==> src/design/inactivity_alarm_pkg.sv <==
// constants and types shared by the inactivity alarm timer
package inactivity_alarm_pkg;

    // register indices, byte address is four times the index
    localparam logic [1:0] IDX_TIMEOUT_PERIOD = 2'h0;
    localparam logic [1:0] IDX_TRIGGER_MASK   = 2'h1;
    localparam logic [1:0] IDX_ALARM_STATUS   = 2'h2;
    localparam logic [1:0] IDX_RESERVED       = 2'h3;
    // interrupt block registers
    localparam logic [3:0] IDX_IRQ_STATUS     = 4'h4;
    localparam logic [3:0] IDX_IRQ_MASK       = 4'h5;
    localparam logic [3:0] IDX_IRQ_ROUTE      = 4'h6;

    localparam int         ADDR_W             = 6;
    localparam int         IDX_LSB            = 2;
    localparam int         IDX_W              = 4;

    // reset values
    localparam logic [7:0] TIMEOUT_RST        = 8'h00;
    localparam logic [7:0] MASK_RST           = 8'h00;
    localparam logic [7:0] STATUS_IDLE        = 8'h01;
    localparam logic [7:0] ZERO8              = 8'h00;

    // field positions
    localparam int         MASK_PORT_TWO_BIT  = 3;
    localparam int         MASK_PORT_ONE_BIT  = 2;
    localparam int         STATUS_ALARM_BIT   = 0;
    localparam int         IRQ_EXPIRE_BIT     = 0;
    localparam int         IRQ_TRIGGER_BIT    = 1;
    localparam int         IRQ_W              = 2;
    localparam int         ROUTE_W            = 4;
    localparam logic [3:0] ROUTE_NONE         = 4'h0;
    localparam logic [3:0] ROUTE_RST          = 4'h0;

    // timing: one minute of clk_sys
    localparam longint     CLK_HZ             = 25000000;
    localparam longint     MINUTE_S           = 60;
    localparam longint     MINUTE_CYCLES      = CLK_HZ * MINUTE_S;
    localparam int         TICK_W             = 31;

    typedef struct packed {
        logic [ADDR_W-1:0] adr;
        logic [31:0]       dat;
        logic [3:0]        sel;
        logic              we;
        logic              cyc;
        logic              stb;
    } wb_req_t;

    typedef struct packed {
        logic [31:0]       dat;
        logic              ack;
    } wb_rsp_t;

    typedef enum logic [1:0] {
        ACC_NONE,
        ACC_TIMEOUT,
        ACC_OTHER
    } acc_kind_t;

endpackage

==> src/design/inactivity_alarm_timer.sv <==
// inactivity alarm timer with wishbone register slave
`timescale 1ns/10ps
`default_nettype none
module inactivity_alarm_timer #(
    parameter logic [inactivity_alarm_pkg::TICK_W-1:0] MINUTE_DIV =
        inactivity_alarm_pkg::TICK_W'(inactivity_alarm_pkg::MINUTE_CYCLES)
) (
    // clock, reset, enable
    input  wire logic                                    clk_sys,
    input  wire logic                                    rstn,
    input  wire logic                                    clk_en,
    // wishbone slave
    input  wire logic [inactivity_alarm_pkg::ADDR_W-1:0] wb_adr_i,
    input  wire logic [31:0]                             wb_dat_i,
    input  wire logic [3:0]                              wb_sel_i,
    input  wire logic                                    wb_we_i,
    input  wire logic                                    wb_cyc_i,
    input  wire logic                                    wb_stb_i,
    output logic      [31:0]                             wb_dat_o,
    output logic                                         wb_ack_o,
    // activity sources
    input  wire logic                                    serial_port_one_irq,
    input  wire logic                                    serial_port_two_irq,
    // alarm outputs
    output logic                                         timeout_alarm_n,
    output logic      [inactivity_alarm_pkg::ROUTE_W-1:0] routed_irq,
    output logic                                         irq
);
    inactivity_alarm_pkg::wb_req_t req;
    inactivity_alarm_pkg::wb_rsp_t rsp;

    logic [7:0]                                timeout_period_reg;
    logic [7:0]                                trigger_mask_reg;
    logic [7:0]                                count_r;
    logic                                      active_r;
    logic                                      alarm_n_r;
    logic [inactivity_alarm_pkg::ROUTE_W-1:0]  route_r;
    logic                                      ack_r;
    logic [31:0]                               rdat_r;
    logic                                      acc;
    logic                                      wr;
    logic                                      wr_period;
    logic                                      wr_nonzero;
    logic                                      tick;
    logic                                      trigger;
    logic                                      trig_prev_r;
    logic                                      trig_level;
    logic                                      expire;
    logic [inactivity_alarm_pkg::IRQ_W-1:0]    irq_evt;
    logic [inactivity_alarm_pkg::IRQ_W-1:0]    irq_status;
    logic [inactivity_alarm_pkg::IRQ_W-1:0]    irq_mask;
    logic [inactivity_alarm_pkg::IDX_W-1:0]    idx;

    ////////////////////////////////////////////////////////////////////
    // bus decode

    // register index from a byte address
    function automatic logic [inactivity_alarm_pkg::IDX_W-1:0] reg_index(
        input logic [inactivity_alarm_pkg::ADDR_W-1:0] a
    );
        reg_index = a[inactivity_alarm_pkg::ADDR_W-1:inactivity_alarm_pkg::IDX_LSB];
    endfunction

    // classify an access; lane 0 must be selected for a write to count
    function automatic inactivity_alarm_pkg::acc_kind_t acc_kind(
        input logic [inactivity_alarm_pkg::IDX_W-1:0] i,
        input logic                                   w,
        input logic                                   lane0
    );
        if (!(w && lane0))
            acc_kind = inactivity_alarm_pkg::ACC_NONE;
        else if (i == {2'h0, inactivity_alarm_pkg::IDX_TIMEOUT_PERIOD})
            acc_kind = inactivity_alarm_pkg::ACC_TIMEOUT;
        else
            acc_kind = inactivity_alarm_pkg::ACC_OTHER;
    endfunction

    assign req.adr    = wb_adr_i;
    assign req.dat    = wb_dat_i;
    assign req.sel    = wb_sel_i;
    assign req.we     = wb_we_i;
    assign req.cyc    = wb_cyc_i;
    assign req.stb    = wb_stb_i;

    assign idx        = reg_index(req.adr);
    // one ack per request, ack drops at the next clk_en edge after it is given
    assign acc        = clk_en && req.cyc && req.stb && !ack_r;
    assign wr         = acc && req.we && req.sel[0];
    assign wr_period  = acc && acc_kind(idx, req.we, req.sel[0])
                        == inactivity_alarm_pkg::ACC_TIMEOUT;
    assign wr_nonzero = wr_period && req.dat[7:0] != inactivity_alarm_pkg::ZERO8;

    ////////////////////////////////////////////////////////////////////
    // minute tick and trigger detection

    minute_tick_gen #(
        .DIV     (MINUTE_DIV)
    ) u_tick (
        .clk_sys (clk_sys),
        .rstn    (rstn),
        .clk_en  (clk_en),
        .restart (wr_period || trigger),
        .tick    (tick)
    );

    // only unmasked sources contribute
    assign trig_level =
        (serial_port_two_irq && trigger_mask_reg[inactivity_alarm_pkg::MASK_PORT_TWO_BIT]) ||
        (serial_port_one_irq && trigger_mask_reg[inactivity_alarm_pkg::MASK_PORT_ONE_BIT]);

    always_ff @(posedge clk_sys or negedge rstn)
        if (!rstn)
            trig_prev_r <= 1'b0;
        else if (clk_en)
            trig_prev_r <= trig_level;

    // rising edge of the ORed unmasked irq level is one trigger event; no effect after expiry
    assign trigger = clk_en && active_r && trig_level && !trig_prev_r;

    ////////////////////////////////////////////////////////////////////
    // registers

    always_ff @(posedge clk_sys or negedge rstn)
        if (!rstn)
            timeout_period_reg <= inactivity_alarm_pkg::TIMEOUT_RST;
        else if (wr_period)
            timeout_period_reg <= req.dat[7:0];

    always_ff @(posedge clk_sys or negedge rstn)
        if (!rstn)
            trigger_mask_reg <= inactivity_alarm_pkg::MASK_RST;
        else if (wr && idx == {2'h0, inactivity_alarm_pkg::IDX_TRIGGER_MASK})
        begin
            trigger_mask_reg <= inactivity_alarm_pkg::ZERO8;
            trigger_mask_reg[inactivity_alarm_pkg::MASK_PORT_TWO_BIT] <=
                req.dat[inactivity_alarm_pkg::MASK_PORT_TWO_BIT];
            trigger_mask_reg[inactivity_alarm_pkg::MASK_PORT_ONE_BIT] <=
                req.dat[inactivity_alarm_pkg::MASK_PORT_ONE_BIT];
        end

    always_ff @(posedge clk_sys or negedge rstn)
        if (!rstn)
            route_r <= inactivity_alarm_pkg::ROUTE_RST;
        else if (wr && idx == inactivity_alarm_pkg::IDX_IRQ_ROUTE)
            route_r <= req.dat[inactivity_alarm_pkg::ROUTE_W-1:0];

    ////////////////////////////////////////////////////////////////////
    // countdown

    // writes win over a same-cycle tick or trigger
    always_ff @(posedge clk_sys or negedge rstn)
        if (!rstn)
        begin
            count_r  <= inactivity_alarm_pkg::ZERO8;
            active_r <= 1'b0;
        end
        else if (clk_en)
        begin
            if (wr_period)
            begin
                count_r  <= req.dat[7:0];
                active_r <= wr_nonzero;
            end
            else if (trigger)
                count_r <= timeout_period_reg;
            else if (active_r && tick)
            begin
                count_r <= count_r - 8'h01;
                if (count_r == 8'h01)
                    active_r <= 1'b0;
            end
        end

    assign expire = clk_en && !wr_period && !trigger && active_r && tick
                    && count_r == 8'h01;

    ////////////////////////////////////////////////////////////////////
    // alarm pin

    always_ff @(posedge clk_sys or negedge rstn)
        if (!rstn)
            alarm_n_r <= 1'b1;
        else if (clk_en)
        begin
            if (wr_period)
                alarm_n_r <= 1'b1;
            else if (expire)
                alarm_n_r <= 1'b0;
        end

    assign timeout_alarm_n = alarm_n_r;

    // route index 0 means not routed; index n drives routed_irq[n]
    genvar r;
    generate
        for (r = 0; r < inactivity_alarm_pkg::ROUTE_W; r++)
        begin : g_route
            assign routed_irq[r] = !alarm_n_r && route_r != inactivity_alarm_pkg::ROUTE_NONE
                                   && route_r == inactivity_alarm_pkg::ROUTE_W'(r);
        end
    endgenerate

    ////////////////////////////////////////////////////////////////////
    // interrupt status

    assign irq_evt[inactivity_alarm_pkg::IRQ_EXPIRE_BIT]  = expire;
    assign irq_evt[inactivity_alarm_pkg::IRQ_TRIGGER_BIT] = trigger;

    irq_status_block u_irq (
        .clk_sys  (clk_sys),
        .rstn     (rstn),
        .clk_en   (clk_en),
        .evt      (irq_evt),
        .st_wr    (wr && idx == inactivity_alarm_pkg::IDX_IRQ_STATUS),
        .msk_wr   (wr && idx == inactivity_alarm_pkg::IDX_IRQ_MASK),
        .wdat     (req.dat[inactivity_alarm_pkg::IRQ_W-1:0]),
        .status_r (irq_status),
        .mask_r   (irq_mask),
        .irq      (irq)
    );

    ////////////////////////////////////////////////////////////////////
    // read path

    always_ff @(posedge clk_sys or negedge rstn)
        if (!rstn)
            ack_r <= 1'b0;
        else if (clk_en)
            ack_r <= acc;

    always_ff @(posedge clk_sys or negedge rstn)
        if (!rstn)
            rdat_r <= '0;
        else if (acc && !req.we)
        begin
            rdat_r <= '0;
            case (idx)
                {2'h0, inactivity_alarm_pkg::IDX_TIMEOUT_PERIOD}:
                    rdat_r[7:0] <= timeout_period_reg;
                {2'h0, inactivity_alarm_pkg::IDX_TRIGGER_MASK}:
                    rdat_r[7:0] <= trigger_mask_reg;
                {2'h0, inactivity_alarm_pkg::IDX_ALARM_STATUS}:
                    rdat_r[inactivity_alarm_pkg::STATUS_ALARM_BIT] <= alarm_n_r;
                inactivity_alarm_pkg::IDX_IRQ_STATUS:
                    rdat_r[inactivity_alarm_pkg::IRQ_W-1:0] <= irq_status;
                inactivity_alarm_pkg::IDX_IRQ_MASK:
                    rdat_r[inactivity_alarm_pkg::IRQ_W-1:0] <= irq_mask;
                inactivity_alarm_pkg::IDX_IRQ_ROUTE:
                    rdat_r[inactivity_alarm_pkg::ROUTE_W-1:0] <= route_r;
                default:
                    rdat_r <= '0;
            endcase
        end

    assign rsp.ack  = ack_r;
    assign rsp.dat  = rdat_r;
    assign wb_ack_o = rsp.ack;
    assign wb_dat_o = rsp.dat;
endmodule
`default_nettype wire

==> src/design/minute_tick_gen.sv <==
// free running divider making the one-minute tick
`timescale 1ns/10ps
`default_nettype none
module minute_tick_gen #(
    parameter logic [inactivity_alarm_pkg::TICK_W-1:0] DIV =
        inactivity_alarm_pkg::TICK_W'(inactivity_alarm_pkg::MINUTE_CYCLES)
) (
    // clock and reset
    input  wire logic clk_sys,
    input  wire logic rstn,
    input  wire logic clk_en,
    // restart and tick
    input  wire logic restart,
    output logic      tick
);
    logic [inactivity_alarm_pkg::TICK_W-1:0] cnt_r;

    ////////////////////////////////////////////////////////////////////
    // restart aligns the first tick to a full minute after a load
    always_ff @(posedge clk_sys or negedge rstn)
        if (!rstn)
            cnt_r <= '0;
        else if (clk_en)
        begin
            if (restart || cnt_r == DIV - 1'b1)
                cnt_r <= '0;
            else
                cnt_r <= cnt_r + 1'b1;
        end

    assign tick = clk_en && !restart && (cnt_r == DIV - 1'b1);
endmodule
`default_nettype wire

==> src/design/irq_status_block.sv <==
// sticky event status, mask and level interrupt
`timescale 1ns/10ps
`default_nettype none
module irq_status_block (
    // clock and reset
    input  wire logic                                  clk_sys,
    input  wire logic                                  rstn,
    input  wire logic                                  clk_en,
    // events and software access
    input  wire logic [inactivity_alarm_pkg::IRQ_W-1:0] evt,
    input  wire logic                                  st_wr,
    input  wire logic                                  msk_wr,
    input  wire logic [inactivity_alarm_pkg::IRQ_W-1:0] wdat,
    // state
    output logic      [inactivity_alarm_pkg::IRQ_W-1:0] status_r,
    output logic      [inactivity_alarm_pkg::IRQ_W-1:0] mask_r,
    output logic                                       irq
);
    genvar g;
    generate
        for (g = 0; g < inactivity_alarm_pkg::IRQ_W; g++)
        begin : g_bit
            // set beats a write-one clear in the same cycle
            always_ff @(posedge clk_sys or negedge rstn)
                if (!rstn)
                    status_r[g] <= 1'b0;
                else if (clk_en)
                begin
                    if (evt[g])
                        status_r[g] <= 1'b1;
                    else if (st_wr && wdat[g])
                        status_r[g] <= 1'b0;
                end
        end
    endgenerate

    always_ff @(posedge clk_sys or negedge rstn)
        if (!rstn)
            mask_r <= '0;
        else if (clk_en && msk_wr)
            mask_r <= wdat;

    assign irq = |(status_r & mask_r);
endmodule
`default_nettype wire

==> config.mk <==
export PLATFORM = sky130hd
export DESIGN_NAME = inactivity_alarm_timer
export DESIGN_NICKNAME = d
export VERILOG_FILES = /design/src/design/inactivity_alarm_pkg.sv /design/src/design/inactivity_alarm_timer.sv /design/src/design/minute_tick_gen.sv /design/src/design/irq_status_block.sv
export SDC_FILE = /design/constraint.sdc
export NUM_CORES = 1
export LEC_CHECK = 0
export BUFFER_PORTS_ARGS = -buffer_cell sky130_fd_sc_hd__buf_2
export CAP_MARGIN = 20
export CORE_UTILIZATION = 61
export CTS_BUF_LIST = sky130_fd_sc_hd__clkbuf_4 sky130_fd_sc_hd__clkbuf_8
export CTS_CLUSTER_SIZE = 30
export DETAILED_ROUTE_END_ITERATION = 7
export MAX_ROUTING_LAYER = met4
export PLACE_DENSITY = 0.9
export SYNTH_ARGS = -nofsm -noshare
export SYNTH_HDL_FRONTEND = slang
export SYNTH_SLANG_ARGS = --single-unit
==> constraint.sdc <==
create_clock -name clk_sys -period 7.1 [get_ports clk_sys]
set_input_delay 1.42 -clock clk_sys [delete_from_list [all_inputs] [get_ports clk_sys]]
set_output_delay 1.42 -clock clk_sys [all_outputs]
set_load 0.05 [all_outputs]
Word-level counts from Yosys, hierarchy flattened
Index checks and enable logic that the tools add are counted.
{ "op_classes": {"n_bitwise": 1, "mul": 0, "n_eq_ne": 12, "shifts": 0, "n_reduce_logical": 60, "n_div": 0, "n_addsub": 2, "magnitude_cmp": 0, "n_mux": 20} }
{ "op_table": {"columns": ["operator", "count"], "rows": [
  ["logical AND 1 bit", 34],
  ["adder 31 x 1 -> 31 bit (second input constant)", 1],
  ["equality test 31 bit (second input constant)", 1],
  ["two-way mux 31 bit", 1],
  ["two-way mux 8 bit", 3],
  ["equality test 4 x 2 -> 1 bit (second input constant)", 3],
  ["equality test 4 x 3 -> 1 bit (second input constant)", 3],
  ["two-way mux 1 bit", 10],
  ["nonzero test 2 bit", 5],
  ["equality test 4 x 1 -> 1 bit (second input constant)", 2],
  ["equality test 8 x 1 -> 1 bit (second input constant)", 1],
  ["zero test 4 bit", 2],
  ["AND reduction 2 bit", 4],
  ["nonzero test 8 bit", 1],
  ["subtractor 8 x 1 -> 8 bit (second input constant)", 1],
  ["zero test 1 bit", 7],
  ["case mux 2 bit (3 select lines)", 1],
  ["case mux 1 bit (5 select lines)", 1],
  ["two-way mux 2 bit", 2],
  ["two-way mux 4 bit", 1],
  ["case mux 1 bit (4 select lines)", 1],
  ["AND reduction 4 bit", 1],
  ["nonzero test 4 bit", 1],
  ["logical OR 1 bit", 3],
  ["other kinds (5)", 5]
]} }
{ "totals": {"mem_bits_ro": 0, "mem_bits_rw": 0, "register_bits": 69, "elab_cells": 108, "latchBits": 0, "inputBits": 50, "memories": 0} }

Longest topological paths before layout
Gate-level depths: netlist of the first run.
{ "logic_depth": {"word_depth": 13, "ltp_mapped": 8, "depth_no_buf": 7} }

Hierarchy
From an unflattened synthesis of the first run, not the netlist that was laid out.
{ "hier_totals": {"cells_unflattened": 433, "area_unflattened_um2": 4056.4} }
{ "modules_own_cells": {"columns": ["module", "cells_each", "seq_area_each_um2", "area_each_um2", "n_inst"], "rows": [
  ["inactivity_alarm_timer", 228, 852.1, 2072.0, 1],
  ["minute_tick_gen", 193, 775.7, 1816.7, 1],
  ["irq_status_block", 12, 100.1, 167.7, 1]
]} }

Worst setup path before layout of the first run
No wires, ideal clock.
{ "synth_timing": {"kind": "input -> register", "startpoint": "input port wb_adr_i[3] (netlist name)", "endpoint": "register u_tick.cnt_r[10] (netlist name)", "setup_slack_ns": 3.636, "path_stages": 8, "arrival_ns": 3.343, "cell_sequence": "clkbuf_1 > nor4_2 > and3_1 > buf_2 > nor2_1 > a21oi_1 > buf_2 > nor2_1"} }
{ "synth_between": {"elab_chain_len": 8} }
{ "synth_rtl": {"columns": ["element", "line_no", "rtl"], "rows": [
  ["start: declaration", "inactivity_alarm_timer.sv:13", "input wire logic [inactivity_alarm_pkg::ADDR_W-1:0] wb_adr_i,"],
  ["zero test 4 bit", "inactivity_alarm_timer.sv:72", "else if (i == {2'h0, inactivity_alarm_pkg::IDX_TIMEOUT_PERIOD})"],
  ["two-way mux 2 bit", "inactivity_alarm_timer.sv:72", null],
  ["two-way mux 2 bit", "inactivity_alarm_timer.sv:70", "if (!(w && lane0))"],
  ["equality test 2 x 1 -> 1 bit", "inactivity_alarm_timer.sv:90", "== inactivity_alarm_pkg::ACC_TIMEOUT;"],
  ["logical AND 1 bit", "inactivity_alarm_timer.sv:89", "assign wr_period = acc && acc_kind(idx, req.we, req.sel[0])"],
  ["logical OR 1 bit", "inactivity_alarm_timer.sv:102", ".restart (wr_period || trigger),"],
  ["logical OR 1 bit", "minute_tick_gen.sv:25", "if (restart || cnt_r == DIV - 1'b1)"],
  ["two-way mux 31 bit", "minute_tick_gen.sv:25", null],
  ["end signal: assignment", "minute_tick_gen.sv:28", "cnt_r <= cnt_r + 1'b1;"],
  ["end: declaration", "minute_tick_gen.sv:16", "logic [inactivity_alarm_pkg::TICK_W-1:0] cnt_r;"]
]} }
No other way between the ends.
A chain may end at the register's enable or synchronous reset.

Worst setup path in the final report of the first run
{ "layout_timing": {"startpoint": "input port wb_adr_i[3] (netlist name)", "endpoint": "register u_tick.cnt_r[19] (netlist name)"} }
Same word-level chain as after synthesis.

==> metrics.csv, run 1 <==
metric;value;unit
synth_xor_xnor_area_share;5.772;%
ctsHtreeMaxLevel;3;
grt_use_met3;6.923;%
grt.busiest_layer;met2;
regToRegSetupSlack;4.21;ns
crit_path_end_kind;flop;
first_pass_iters;5;
cts_buffers;9;
grtUsageMet1;36.95;%
top_register;u_tick.cnt_r;
avgSynthCellArea;9.326;µm²
mappedNetlistArea;3945;µm²
fin_util;69.29;%
fin_crit;3.613;ns
grt_util_all_layers;28.78;%
core;6096;µm²
synth_fa_ha_area_share;0.9515;%
drv_cap;0;
fmax;276.8;MHz
gp_congestion;0.8823;
port_buffers;34;
ys_seq_elements;69;
synth-edff-count;0;
drive_above_1_share;15.16;%
clock_skew;0.01093;ns
synth_largest_area_cell;dfrtp_1;
synth_top_family_by_area;simple AND/OR/NAND/NOR gates;
p_per_area;208.4;nW/µm²
ys_types;55;
synth_compound_area_share;10.12;%
cts_resized;0;
crit_arrival;3.84;ns
vias_per_cell;6.175;
grt_pass1_vias;2962;
cts_setup_buffers;0;
cts_root_buffer;clkbuf_8;
slew_violations;0;
cts_max_path_buffers;2;
clock-sinks;69;
crit_top_cell;nor2_1;
die_h;82.42;µm
rsz0062_at_grt;false;
fin_nets;503;
synthTopCellsByArea;dfrtp_1, buf_4, nand2_1, nor2_1, xnor2_1;
crit_buf_inv;2;
synth_mux_area_share;3.869;%
drt_iter0_markers;296;
synth-simple-area-share;27.56;%
grt_max_degree;70;
yosys_warnings;0;
hold_viol;0;
path_max_fanout;26;
synth_flop_cell;dfrtp_1;
grt_antenna_before_repair;0;
timing.hold.ws;0.4831;ns
initial_utilization;64.72;%
fin_tns_setup;0;ns
fp.dieW;82.42;µm
whs_path_depth;2;
overflow;0;
tightest_slew;0.9881;ns
path_depth;7;
netlist.area_leader.share;43.13;%
clk_pin_slew;0.07;ns
crit_family;simple AND/OR/NAND/NOR gates;
clock_latency;0.35;ns
critPathKind;input pin to flop;
rr_worst_depth;5;
peakVddDrop;170.3;µV
drcViolationCount;0;
slew_headroom;33.62;%
hold_class;flop to flop;
required;7.33;ns
async_flop_share;100.0;%
placementRows;28;
cts_tree;built;
syn_inst;423;
report.final.setup_viol;0;
finalPower;880.1;µW
routed_wl;8438;µm
dieArea;6793;µm²
path_cells;buf_2 > nor4_2 > and3_1 > nor2_1 > a21oi_1 > buf_4 > nor2_1;
n_antenna_cell;0;
start_kind;input pin;
met2_usage;44.05;%
slowest_stage;nor4_2;
grt_pass1_wl;13950;µm
hold_buffers;0;
slowest_delay;0.69;ns
wl_per_cell;15.92;µm
dp_hpwl;5844;µm
ioPinCount;89;
finalCritPeriodShare;50.89;%
vias;3273;
syn_to_final_growth;7.073;%
status;completed;
p_leak;0.002026;µW
largest_reg_flops;31;
antenna_left;0;
yosysSeqAreaShare;43.80;%
## logic make-up after synthesis
| family | after synthesis |
|---|---|
| buffers and inverters | 54 |
| AO/OA/AOI/OAI | 57 |
| AND/OR/NAND/NOR | 199 |
| XOR/XNOR | 26 |
| flip-flops | 69 |
| other | 1 |
| multiplexers | 14 |
| adder cells (fa/ha/maj) | 3 |
## path summary, 6_finish.rpt
kind	end	from
worst max-delay path	u_tick.cnt_r[19]	wb_adr_i[3]
worst min-delay path	wb_dat_o[5]	wb_dat_o[5]
worst max register to register	active_r	u_tick.cnt_r[18]
worst min register to register	wb_dat_o[5]	wb_dat_o[5]
max in group asynchronous	route_r[0]	rstn
min in group asynchronous	count_r[7]	rstn
## Yosys cell counts (2+ instances only)
library cell and n:
nor4b_1 7, a22o_1 5, xor2_1 11, o31a_1 2, nor4_1 8, ha_1 3
buf_4 25, nand4_1 16, a31oi_1 5, or3_1 4, or4_1 2, o211ai_1 2
a22oi_1 4, or4_4 2, nand3_1 17, nor3_1 10, nor2b_1 3, inv_1 10
a21oi_1 6, dfrtp_1 68, and4_1 7, mux2i_1 4, buf_2 4, nand4b_1 4
nand2b_1 5, nand3b_1 2, clkbuf_1 14, a21o_1 6, and3b_1 2, xnor2_1 15
a2bb2oi_1 3, mux2_2 10, and2_1 7, o31ai_1 4, nor2_1 42, o21ai_0 12
a32oi_1 2, and4b_1 3, nand2_1 45, and3_1 7
## cell usage in the layout (no fill, tap or decap), types with 5 or more instances in the layout
| cell | count |
|---|---|
| dfrtp_1 | 68 |
| nand2b_1 | 5 |
| conb_1 | 25 |
| a22o_1 | 5 |
| nor2_1 | 42 |
| buf_2 | 34 |
| xor2_1 | 11 |
| a21o_1 | 6 |
| and3_1 | 7 |
| and2_1 | 7 |
| mux2_2 | 10 |
| nor3_1 | 10 |
| a21oi_1 | 6 |
| a31oi_1 | 5 |
| clkbuf_8 | 11 |
| xnor2_1 | 15 |
| nand4_1 | 16 |
| nand3_1 | 17 |
| nor4_1 | 8 |
| and4_1 | 7 |
| o21ai_0 | 12 |
| nor4b_1 | 7 |
| nand2_1 | 45 |
| inv_1 | 10 |
## layout make-up
type	count	area (µm²)
Inverter	10	37.54
Clock inverter	4	22.52
Clock buffer	12	158.9
Multi-Input combinational cell	324	1998
Sequential cell	69	1728
Timing Repair Buffer	36	185.2
Tap cell	75	93.84
Fill cell	434	1872
## routing by layer
layer	wire, µm	part of all wire (%)
met1	3630	43
met2	4151	49
met3	519	6.2
met4	137	1.6
met5	0	0
## worst register-to-register path: stages, from the launching register on
cell and delay [ns]:
dfrtp_1 0.42, or4b_1 0.57, or4_4 0.52, nor4_1 0.58
nand4_1 0.34, a31o_2 0.34
## report_power, final
part	switching [µW]	internal, µW
Sequential	32.4	417
Combinational	90.7	44.6
Clock	147	148
## through the flow
step	instances	instance area (µm²)	worst slack [ns]
after floorplan	447	4035	3.636
after global placement	514	4043	3.231
after detailed placement	514	4043	3.186
after CTS	530	4224	3.525
after global routing	530	4224	3.280
final	530	4224	3.487
(Power assumes the default switching activity.)
==> run 2: changes to the inputs <==
--- a/config.mk
+++ b/config.mk
@@ -7,12 +7,12 @@
 export LEC_CHECK = 0
 export BUFFER_PORTS_ARGS = -buffer_cell sky130_fd_sc_hd__buf_2
 export CAP_MARGIN = 20
-export CORE_UTILIZATION = 61
+export CORE_UTILIZATION = 56
 export CTS_BUF_LIST = sky130_fd_sc_hd__clkbuf_4 sky130_fd_sc_hd__clkbuf_8
 export CTS_CLUSTER_SIZE = 30
 export DETAILED_ROUTE_END_ITERATION = 7
 export MAX_ROUTING_LAYER = met4
-export PLACE_DENSITY = 0.9
+export PLACE_DENSITY = 0.83
 export SYNTH_ARGS = -nofsm -noshare
 export SYNTH_HDL_FRONTEND = slang
 export SYNTH_SLANG_ARGS = --single-unit
==> constraint.sdc (replaced) <==
create_clock -name clk_sys -period 3.4 [get_ports clk_sys]
set_input_delay 0.68 -clock clk_sys [delete_from_list [all_inputs] [get_ports clk_sys]]
set_output_delay 0.68 -clock clk_sys [all_outputs]
set_load 0.05 [all_outputs]
==> metrics.csv, run 2 (synthesis gave the netlist of run 1 again) <==
metric;value;unit
dieArea;7384;µm²
vias;3246;
dp.cells;541;
rr_worst_depth;5;
rsz0062_at_grt;false;
p_switching;573.5;µW
pwr-share-clk;35.4;%
finalCritPeriodShare;76.80;%
cts_setup_buffers;0;
layout_common_cells;dfrtp_1, nand2_1, nor2_1, buf_2, conb_1;
port_buffers;34;
initial_utilization;58.07;%
path_cells;or4b_1 > or4_4 > or4_4 > o31a_1 > o31a_1;
placementRows;30;
rr_startpoint;u_tick.cnt_r[18];
report.final.setup_viol;0;
slowest_stage;or4b_1;
comb_power_share;15.1;%
fp.dieW;85.93;µm
layout_commonest_cell;dfrtp_1;
tightest_slew;0.5116;ns
status;completed;
clock_skew;0.01207;ns
gp_congestion;0.8832;
regToRegSetupSlack;0.79;ns
crit_path_end_kind;flop;
ctsHtreeMaxLevel;3;
fin_nets;509;
die_h;85.93;µm
slew_headroom;65.58;%
vias_per_cell;5.828;
final_cells;557;
fin_util;63.61;%
first_pass_iters;4;
crit_buf_inv;0;
p_seq_share;49.5;%
drt_iter0_markers;169;
clk_pin_slew;0.07;ns
n_antenna_cell;0;
routed_wl;8343;µm
crit_arrival;2.84;ns
cts_max_path_buffers;2;
grt_antenna_before_repair;0;
setup_slack;0.7889;ns
peakVddDrop;295.5;µV
wl_per_cell;14.98;µm
largest_reg_flops;31;
cts_root_buffer;clkbuf_8;
syn_to_final_growth;9.546;%
slowest_delay;0.55;ns
fin_crit;2.611;ns
rr_endpoint;count_r[7];
clock-sinks;69;
drive_above_1_share;16.27;%
overflow;0;
swShare;30.41;%
cts_buffers;9;
p_int;1312;µW
top_register;u_tick.cnt_r;
start_kind;flop;
clock_latency;0.35;ns
finalPower;1886;µW
drv_cap;0;
path_max_fanout;9;
fmax;383.0;MHz
cts_resized;0;
required;3.63;ns
dp_slack;0.8074;ns
core;6794;µm²
hold_buffers;0;
antenna_left;0;
slew_violations;0;
grt_util_all_layers;24.68;%
p_leak;0.002061;µW
grt_pass1_vias;3102;
grt_max_degree;70;
critPathKind;flop to flop;
grt_pass1_wl;14100;µm
dp_hpwl;5877;µm
fin_tns_setup;0;ns
hold_class;input pin to asynchronous set/reset pin;
ioPinCount;89;
drcViolationCount;0;
crit_family;simple AND/OR/NAND/NOR gates;
hold_viol;0;
cts_tree;built;
p_per_area;436.3;nW/µm²
[run 2: cell count changes in the layout (fill, tap and decap cells not counted)]
cell / delta
clkinv_2: -1
buf_12: +1
buf_4: +5
clkinv_4: +1
bufinv_16: +1
clkbuf_8: -2
clkinvlp_4: +1
[run 2: how the worst max path moves through the flow]
stage                      from          endpoint  slack (ns)  cells after the start
2_1_floorplan       wb_adr_i[3]  u_tick.cnt_r[10]        0.68                      8
3_3_place_gp   u_tick.cnt_r[18]        count_r[7]        0.86                      5
3_5_place_dp   u_tick.cnt_r[18]        count_r[7]        0.81                      5
4_1_cts        u_tick.cnt_r[18]        count_r[7]        0.79                      5
5_1_grt        u_tick.cnt_r[18]        count_r[7]        0.71                      5
6_report       u_tick.cnt_r[18]        count_r[7]        0.79                      5
[run 2: power by group through the flow]
stage	combinational (µW)	sequential, µW	clock [µW]
finish	286	933	667
global route	314	944	710
CTS	286	932	676
detailed placement	284	947	0
global placement	275	943	0
floorplan	230	942	0
[run 2: metal layers]
layer	up-vias	wire (µm)	track usage, %
met5	-	0	-
met4	0	112	8.636
met3	10	393	4.524
met2	101	4162	40.98
met1	1595	3674	30.24
li1	1540	-	-
[run 2: area by class of cell]
cell class | count | area [µm²]
clock buffer | 10 | 131.4
clock inverter | 6 | 63.81
fill | 528 | 2472
inverter | 10 | 37.54
multi-input combinational | 324 | 1998
sequential | 69 | 1728
tap | 96 | 120.1
timing repair buffer | 42 | 242.7
[run 2: stage by stage]
step                hold WS, ns  cell area (µm²)
finish                   0.3230             4322
global route             0.3768             4322
CTS                      0.3590             4322
detailed placement       0.4710             4126
global placement         0.4561             4126
floorplan                0.3844             4035
